`src/kvmq_pkg.sv`:
```
// constants for the console peripheral qualifier and channel selector
// assumes a 100 MHz system clock and one enumeration engine per switch
`default_nettype none
package kvmq_pkg;
    localparam int CLK_MHZ = 100;
    // longest wait for an enumeration answer, in microseconds
    localparam int QRY_TIMEOUT_US = 100;
    localparam int QRY_TIMEOUT_CYC = QRY_TIMEOUT_US * CLK_MHZ;
    // usb interface class code for human interface devices
    localparam logic [7:0] HID_CLASS = 8'h03;
    // console port positions inside the keyboard and mouse group
    localparam int KBD_PORT = 0;
    localparam int MOUSE_PORT = 1;
    localparam int NUM_PORTS = 2;
    localparam int NUM_HOSTS = 4;
    localparam int RPT_W = 8;
    typedef enum logic [0:0] {Q_IDLE, Q_WAIT} kvmq_state_t;
endpackage
`default_nettype wire

```
`src/kvmq_switch.sv`:
```
// keyboard and mouse channel selector with console peripheral qualifier
// assumes an emulating usb host engine that enumerates on request and
// answers on the same clock; buttons and attach lines are raw pins
`default_nettype none
// How it works
// - keyboard and mouse ports share one group, routed to one host at most.
// - host requests to change channel are ignored; only user buttons select.
// - a single-button press routes to exactly one host; none before any press.
// - no data path exists between any two host interfaces.
// - console port data goes only to the selected host, never other ports.
// - only hid devices and qualified hubs or composites are accepted per port; others queried then rejected.
// - unauthorized devices behind hubs rejected; option rejects all hubs.
// - each port is queried on attach and at power-up before enabling.
// - hub or composite admitted only with filtering, hid endpoint, rest off.
module kvmq_switch
    import kvmq_pkg::*;
#(
    parameter int N_HOST = NUM_HOSTS,
    parameter int N_PORT = NUM_PORTS,
    parameter int QRY_TMO = QRY_TIMEOUT_CYC,
    parameter bit REJECT_ALL_HUBS = 1'b0,
    localparam int PW = (N_PORT > 1) ? $clog2(N_PORT) : 1,
    localparam int CW = $clog2(QRY_TMO + 1)
)
(
    input wire logic clk,
    input wire logic srst,
    input wire logic [N_HOST-1:0] usr_btn_in,
    input wire logic [N_HOST-1:0] host_sel_req,
    input wire logic [N_PORT-1:0] att_in,
    output logic qry_req_r,
    output logic [PW-1:0] qry_port_r,
    input wire logic ans_valid,
    input wire logic [7:0] ans_class,
    input wire logic ans_hub,
    input wire logic ans_comp,
    input wire logic ans_filt,
    input wire logic ans_hid_ep,
    input wire logic ans_rest_off,
    input wire logic rpt_valid,
    input wire logic [PW-1:0] rpt_port,
    input wire logic [RPT_W-1:0] rpt_data,
    output logic [N_PORT-1:0] port_ok_r,
    output logic [N_HOST-1:0] km_host_r,
    output logic [N_HOST-1:0] host_valid_r,
    output logic [RPT_W-1:0] host_data_r,
    output logic host_req_ignored_r
);
    logic [N_HOST-1:0] btn_m_r, btn_s_r, btn_d_r;
    logic [N_HOST-1:0] hreq_m_r, hreq_s_r, hreq_d_r;
    logic [N_PORT-1:0] att_m_r, att_s_r, att_d_r;
    logic [N_PORT-1:0] att_rise, pend_r, pend_nxt;
    logic usr_take, ans_auth, fwd_ok, issue;
    logic [PW-1:0] issue_port;
    logic [CW-1:0] cnt_r;
    kvmq_state_t st_r;

    // lowest pending port wins the enumeration engine
    function automatic logic [PW-1:0] pick(input logic [N_PORT-1:0] v);
        logic [PW-1:0] p;
        p = '0;
        for (int i = N_PORT - 1; i >= 0; i--)
        begin
            if (v[i])
                p = PW'(i);
        end
        return p;
    endfunction

    // admission check on one enumeration answer
    function automatic logic qualify(
        input logic [7:0] cls,
        input logic multi,
        input logic filt,
        input logic hid_ep,
        input logic rest_off
    );
        if (multi)
            return !REJECT_ALL_HUBS && filt && hid_ep && rest_off;
        return cls == HID_CLASS;
    endfunction

    // two-stage synchronisers on every pin
    always_ff @(posedge clk)
    begin
        if (srst)
        begin
            btn_m_r <= '0;
            btn_s_r <= '0;
            btn_d_r <= '0;
            hreq_m_r <= '0;
            hreq_s_r <= '0;
            hreq_d_r <= '0;
            att_m_r <= '0;
            att_s_r <= '0;
            att_d_r <= '0;
        end
        else
        begin
            btn_m_r <= usr_btn_in;
            btn_s_r <= btn_m_r;
            btn_d_r <= btn_s_r;
            hreq_m_r <= host_sel_req;
            hreq_s_r <= hreq_m_r;
            hreq_d_r <= hreq_s_r;
            att_m_r <= att_in;
            att_s_r <= att_m_r;
            att_d_r <= att_s_r;
        end
    end

    // sync flops clear at reset, so a device present at power-up
    // shows up as a fresh attach and gets queried too
    assign att_rise = att_s_r & ~att_d_r;
    // two buttons held at once is ambiguous and selects nothing
    assign usr_take = $onehot(btn_s_r) && |(btn_s_r & ~btn_d_r);
    assign ans_auth = qualify(ans_class, ans_hub | ans_comp, ans_filt,
        ans_hid_ep, ans_rest_off);
    assign issue = (st_r == Q_IDLE) && |pend_r;
    assign issue_port = pick(pend_r);
    assign fwd_ok = rpt_valid && port_ok_r[rpt_port] && |km_host_r;

    // channel choice: user buttons only, one host for the whole group
    always_ff @(posedge clk)
    begin
        if (srst)
            km_host_r <= '0;
        else if (usr_take)
            km_host_r <= btn_s_r;
    end

    // host channel requests are only flagged, never obeyed
    always_ff @(posedge clk)
    begin
        if (srst)
            host_req_ignored_r <= 1'b0;
        else
            host_req_ignored_r <= |(hreq_s_r & ~hreq_d_r);
    end

    // pending queries: attach sets, issue clears, set wins
    always_comb
    begin
        pend_nxt = pend_r;
        if (issue)
            pend_nxt[issue_port] = 1'b0;
        pend_nxt = (pend_nxt | att_rise) & att_s_r;
    end

    always_ff @(posedge clk)
    begin
        if (srst)
            pend_r <= '0;
        else
            pend_r <= pend_nxt;
    end

    // port latched at issue and held through the wait, so it stands
    // beside qry_req_r and the answer lands on the port it belongs to
    always_ff @(posedge clk)
    begin
        if (srst)
            qry_port_r <= '0;
        else if (issue)
            qry_port_r <= issue_port;
    end

    // query sequencer; a silent engine counts as a refusal
    always_ff @(posedge clk)
    begin
        if (srst)
        begin
            st_r <= Q_IDLE;
            qry_req_r <= 1'b0;
            cnt_r <= '0;
        end
        else
        begin
            qry_req_r <= issue;
            unique case (st_r)
                Q_IDLE:
                begin
                    cnt_r <= '0;
                    if (issue)
                        st_r <= Q_WAIT;
                end
                Q_WAIT:
                begin
                    cnt_r <= cnt_r + CW'(1);
                    if (ans_valid || cnt_r == CW'(QRY_TMO - 1))
                        st_r <= Q_IDLE;
                end
            endcase
        end
    end

    // admission state per console port
    always_ff @(posedge clk)
    begin
        if (srst)
            port_ok_r <= '0;
        else
        begin
            for (int p = 0; p < N_PORT; p++)
            begin
                if (!att_s_r[p] || att_rise[p] || pend_r[p])
                    port_ok_r[p] <= 1'b0;
                else if (st_r == Q_WAIT && qry_port_r == PW'(p))
                begin
                    if (ans_valid)
                        port_ok_r[p] <= ans_auth;
                    else if (cnt_r == CW'(QRY_TMO - 1))
                        port_ok_r[p] <= 1'b0;
                end
            end
        end
    end

    // reports flow one way, console to the selected host only;
    // there is no path into any console port or between hosts
    always_ff @(posedge clk)
    begin
        if (srst)
        begin
            host_valid_r <= '0;
            host_data_r <= '0;
        end
        else
        begin
            host_valid_r <= fwd_ok ? km_host_r : '0;
            if (fwd_ok)
                host_data_r <= rpt_data;
        end
    end
endmodule
`default_nettype wire

```
`config.mk`:
```
export PLATFORM = sky130hd
export DESIGN_NAME = kvmq_switch
export DESIGN_NICKNAME = d
export VERILOG_FILES = /design/src/kvmq_pkg.sv /design/src/kvmq_switch.sv
export SDC_FILE = /design/constraint.sdc
export NUM_CORES = 1
export LEC_CHECK = 0
export BUFFER_PORTS_ARGS = -buffer_cell sky130_fd_sc_hd__buf_2
export CORE_MARGIN = 2
export CORE_UTILIZATION = 30
export CTS_CLUSTER_DIAMETER = 200
export DETAILED_ROUTE_END_ITERATION = 16
export PLACE_DENSITY = 0.54
export SLEW_MARGIN = 30
export SYNTH_ARGS = -nofsm -noshare
export SYNTH_HDL_FRONTEND = slang
export SYNTH_SLANG_ARGS = --single-unit
```
`constraint.sdc`:
```
create_clock -name clk -period 4 [get_ports clk]
set_input_delay 0.2 -clock clk [delete_from_list [all_inputs] [get_ports clk]]
set_output_delay 0.2 -clock clk [all_outputs]
set_load 0.05 [all_outputs]
```
### Yosys cells after proc, flatten, opt, wreduce, memory -nomap -nowiden

Index checks and enable logic that the tools add are counted.

| storage, ports and cells | value |
|---|---|
| bits of input ports | 36 |
| flip-flop bits (word level) | 68 |
| word-level logic and storage cells | 86 |
| output and inout port bits | 21 |

| cells by class | value |
|---|---|
| multiplexer cells | 16 |
| $lt $le $gt $ge | 3 |
| bitwise gates (word level) | 14 |
| reduce and logical (&&, ||, !) cells | 26 |
| equal/unequal tests | 3 |
| add/sub/neg operators | 4 |

Operators with widths:

| cell | number |
|---|---|
| one-hot mux 14 bit (2 select lines) | 1 |
| adder 14 x 1 -> 14 bit (second input constant) | 1 |
| equality test 14 bit (second input constant) | 1 |
| 2-to-1 mux 1 bit | 12 |
| OR reduction 4 bit | 3 |
| logical AND 1 bit | 9 |
| bitwise AND 4 bit | 2 |
| equality test 8 x 2 -> 1 bit (second input constant) | 1 |
| inverter 4 bit | 2 |
| OR reduction 2 bit | 4 |
| bitwise AND 2 bit | 3 |
| logical OR 1 bit | 5 |
| adder 1 x 1 -> 2 bit | 2 |
| < comparator 1 x 2 -> 1 bit (second input constant) | 2 |
| inverter 2 bit | 2 |
| AND reduction 2 bit | 2 |
| adder 2 x 2 -> 3 bit | 1 |
| equality test 3 x 1 -> 1 bit (second input constant) | 1 |
| inverter 1 bit | 3 |
| logical NOT 1 bit | 2 |
| 2-to-1 mux 2 bit | 1 |
| OR 2 bit | 1 |
| one-hot mux 1 bit (2 select lines) | 1 |
| nonzero test 2 bit | 1 |
| 3 further kinds | 3 |

### Longest topological paths before layout

| depth | value |
|---|---|
| depth in word-level cells | 11 |
| depth in mapped cells | 9 |
| mapped depth without buffers | 9 |

### Least setup slack after synthesis

No wires, ideal clock.

| path | value |
|---|---|
| path type | register to register |
| start point | register btn_s_r[0] |
| end point | register km_host_r[0] |
| data arrival time | 1.854 ns |
| data required time | 3.929 ns |
| library setup time | 0.071 ns |
| cell stages (with the launch flop) | 10 |
| slack | 2.075 ns |
| buffers on the path | 0 |
| cells stage by stage | dfxtp_1 inv_1 fa_1 inv_1 ha_1 ha_1 nor2_1 and2_1 nand3_1 a21oi_1 |

| between the ends | value |
|---|---|
| longest elaborated chain between the ends | 4 |
| elaborated cells on any way between the ends | 6 |
| classes of those cells | add/sub (2); eq/ne (1); bitwise (1); reduce/logical (2) |

RTL lines:

| item | line | source |
|---|---|---|
| start, declared | kvmq_switch.sv:49 | `logic [N_HOST-1:0] btn_m_r, btn_s_r, btn_d_r;` |
| start signal, assigned | kvmq_switch.sv:101 | `btn_s_r <= btn_m_r;` |
| adder 1 x 1 -> 2 bit (not written as such) | kvmq_switch.sv:116 | `assign usr_take = $onehot(btn_s_r) && \|(btn_s_r & ~btn_d_r);` |
| adder 2 x 2 -> 3 bit (not written as such) | kvmq_switch.sv:116 |  |
| equality test 3 x 1 -> 1 bit | kvmq_switch.sv:116 |  |
| logical AND 1 bit | kvmq_switch.sv:116 |  |
| end signal, assigned | kvmq_switch.sv:129 | `km_host_r <= btn_s_r;` |
| end, declared | kvmq_switch.sv:44 | `output logic [N_HOST-1:0] km_host_r,` |

Several ways; a longest one is shown, not always the timed one.
A chain may end at the register's enable or synchronous reset.

### Final worst setup path

| path | value |
|---|---|
| start point | register btn_s_r[0] |
| end point | register km_host_r[3] |

| between the ends | value |
|---|---|
| longest elaborated chain between the ends | 4 |
| elaborated cells on any way between the ends | 6 |
| classes of those cells | add/sub (2); eq/ne (1); bitwise (1); reduce/logical (2) |

RTL lines:

| item | line |
|---|---|
| adder 1 x 1 -> 2 bit (not written as such) | kvmq_switch.sv:116 |
| adder 2 x 2 -> 3 bit (not written as such) | kvmq_switch.sv:116 |
| equality test 3 x 1 -> 1 bit | kvmq_switch.sv:116 |
| logical AND 1 bit * | kvmq_switch.sv:116 |

Every way passes the cells marked *; elsewhere a longest branch is shown, timed or not.

==> results.py <==
metrics = {
    "global_route": {
        "grt_pass1_vias": 1618,
        "largest_net_degree_at_the_start_of_global_routing": 48,
        "global_route.usage.total": 0.1051,
        "grt_overflow_total": 0,
        "antenna_found_initial": 0,
        "grt_pass1_wl_microns": 7231,
    },
    "synth": {
        "yosys_register_bits": 68,
        "ys_seq_area_frac": 0.5560,
        "synthesis.yosys.warnings": 0,
        "avgSynthCellArea_sq_um": 9.913,
        "syn-instance-count": 247,
        "synth_cell_types": 44,
        "post-synth-top-area-cell": "dfxtp_1",
        "asyncSetResetFlopFracSynth": 0,
        "syn-num-nets": 287,
        "synth_area_leaders": "dfxtp_1 (56%), nor2b_1 (6.1%), nor2_1 (5.1%)",
        "synth-edff-count": 0,
        "yosys.area.top_type_share": 0.5560,
        "netlist_area_sq_um": 2449,
        "synth_flop_cell": "dfxtp_1",
    },
    "die": {
        "core-area_sq_um": 7807,
        "die_height_microns": 94.35,
        "row_count": 32,
        "ioPinCount": 57,
        "fp.dieArea_sq_um": 8901,
        "starting_density_of_the_core": 0.3136,
        "die_span_x_microns": 94.35,
    },
    "sta": {
        "final-hold-violation-count": 0,
        "rsz0062_at_grt": "no",
        "skew_ns": 0.008192,
        "max_slew_margin": 0.4392,
        "drv_slew": 0,
        "final_min_period_over_clock_period": 0.5107,
        "setup-violations-final": 0,
        "maxClockFrequency_mhz": 489.6,
        "fin_setup_tns_ns": 0,
        "timing.final.crit_period_ns": 2.043,
        "worstMarginPinSlew_ns": 0.8412,
    },
    "clock_tree": {
        "cts-resized-gates": 0,
        "postCtsSetupRepairBufs": 0,
        "tritoncts_num_sinks": 68,
        "clock_insertion_delay_worst_skew_ns": 0.33,
        "tritoncts.num_buffers": 9,
        "clk_pin_slew_ns": 0.08,
        "clockBufferDepth": 2,
        "htree_num_levels": 3,
        "root_buffer": "clkbuf_8",
        "hold_buffers": 0,
        "tritoncts": "yes",
    },
    "detailed_routing": {
        "antenna_left": 0,
        "drt-wirelength-per-cell_microns": 10.52,
        "finalWirelength_microns": 4336,
        "detail_route.iter0.violations": 38,
        "vias": 1771,
        "drt_pre_antenna_iters": 4,
        "detail_route.vias_per_cell": 4.299,
        "drc": 0,
    },
    "layout": {
        "final_layout_size_suffix_gt1_frac": 0.2419,
        "insertedDiodeCount": 0,
        "mostFrequentLayoutCells": "dfxtp_1 (68), buf_2 (56), nor2_1 (33), nor2b_1 (24), inv_1 (14)",
        "syn_to_final_growth_pct": 23.05,
        "num-nets-final": 345,
        "post_layout_nonfiller_instances": 412,
        "fin_util": 0.3859,
        "final_common_cell": "dfxtp_1",
    },
    "worst_setup_path": {
        "worstSetupStartpointType": "flop",
        "worst_r2r_path_depth": 9,
        "crit_required_ns": 4.26,
        "timing_worst_setup_path_type": "reg2reg",
        "critical_path_capture_point_type": "flop",
        "cp_max_fo": 4,
        "regToRegSetupSlack_ns": 1.96,
        "worst-endpoint-arrival_ns": 2.31,
    },
    "placement": {
        "place.port_buffers": 56,
        "dp_hpwl_microns": 3033,
        "placedCellCount": 396,
        "routabilityCongestion": 0.7520,
    },
    "flow_run": {
        "max_capacitance_violation_count": 0,
    },
    "min_path": {
        "hold_path_depth": 2,
        "min-delay-path-class": "in2reg",
    },
    "outcome": {
        "outcome": "finished clean",
    },
    "power_and_ir_drop": {
        "leakage_nw": 1.310,
        "pwr_density_cell_nw_per_um2": 436.1,
        "ir_drop_mv": 0.1532,
    },
}
-- cells in the mapped netlist, types with 2 or more instances --
cell type / number
xor2_1: 5
nand3b_1: 3
a21oi_1: 8
o2111a_1: 2
clkbuf_1: 5
inv_1: 14
nor2b_1: 24
buf_1: 2
nor2_1: 33
nand4_1: 3
ha_1: 3
or4_1: 2
nand3_1: 11
nand2b_1: 6
nor3_1: 2
dfxtp_1: 68
and3_1: 3
xnor2_1: 5
and2_1: 5
mux2i_1: 8
nand2_1: 5
nor4bb_1: 2
o21ai_0: 7
-- logic make-up (layout without fill, tap and decap cells) --
kind of cell	Yosys count	after routing	synth area share
flops	68	68	0.5560
xor+xnor	10	10	0.03577
fa+ha+maj	4	4	0.02351
compound gates	27	27	0.07155
buf+inv	23	86	0.03883
mux	9	9	0.03730
simple gates	106	106	0.2371
-- per-layer routing --
metal / share of wire / track usage
met3: 0.065 / 0.02554
met1: 0.48 / 0.1328
met4: 0.023 / 0.07246
met2: 0.43 / 0.1577
met5: 0 / 0
-- state kept, by name (all words and copies together) (netlist names), 2 cells and up --
signal	flops
att_d_r	2
att_m_r	2
att_s_r	2
btn_d_r	4
btn_m_r	4
btn_s_r	4
cnt_r	14
host_data_r	8
host_valid_r	4
hreq_d_r	4
hreq_m_r	4
hreq_s_r	4
km_host_r	4
pend_r	2
port_ok_r	2
-- area by class of cell --
cell class	count	area, sq um
Timing Repair Buffer	56	280.3
Tap cell	102	127.6
Clock inverter	7	75.07
Sequential cell	68	1361
Clock buffer	9	123.9
Fill cell	800	4795
Multi-Input combinational cell	156	992.2
Inverter	14	52.55
-- metrics by stage --
| stage | hold WS (ns) | setup WS [ns] | cell area [sq um] | total power [mW] |
|---|---|---|---|---|
| 6_report | 0.07238 | 1.957 | 3013 | 1.314 |
| 5_1_grt | 0.06666 | 1.810 | 3013 | 1.378 |
| 4_1_cts | 0.05361 | 1.927 | 3013 | 1.336 |
| 3_5_place_dp | 0.4117 | 1.944 | 2814 | 0.7815 |
| 3_3_place_gp | 0.4109 | 1.974 | 2814 | 0.7811 |
| 2_1_floorplan | 0.3282 | 2.075 | 2449 | 0.7548 |
-- path summary, 6_finish.rpt --
path                                    start      endpoint
worst max-delay path               btn_s_r[0]  km_host_r[3]
worst min-delay path            usr_btn_in[3]    btn_m_r[3]
worst max register to register     btn_s_r[0]  km_host_r[3]
worst min register to register    hreq_s_r[0]   hreq_d_r[0]
-- report_power, final --
| part | internal (mW) | total, mW | switching [mW] |
|---|---|---|---|
| sequential | 0.692 | 0.699 | 0.00671 |
| clock | 0.291 | 0.549 | 0.258 |
| combinational | 0.0296 | 0.0663 | 0.0367 |
| total | 1.01 | 1.31 | 0.302 |
-- worst max-delay path: stages, from the launching register on --
cell and delay, ns:
dfxtp_1 0.35, inv_1 0.08, fa_1 0.53, inv_1 0.04, ha_1 0.17, ha_1 0.27, nor2_1 0.12, and2_1 0.20
nand3_1 0.09, a21oi_1 0.13
Note: power is estimated with default switching activity, not from simulation.
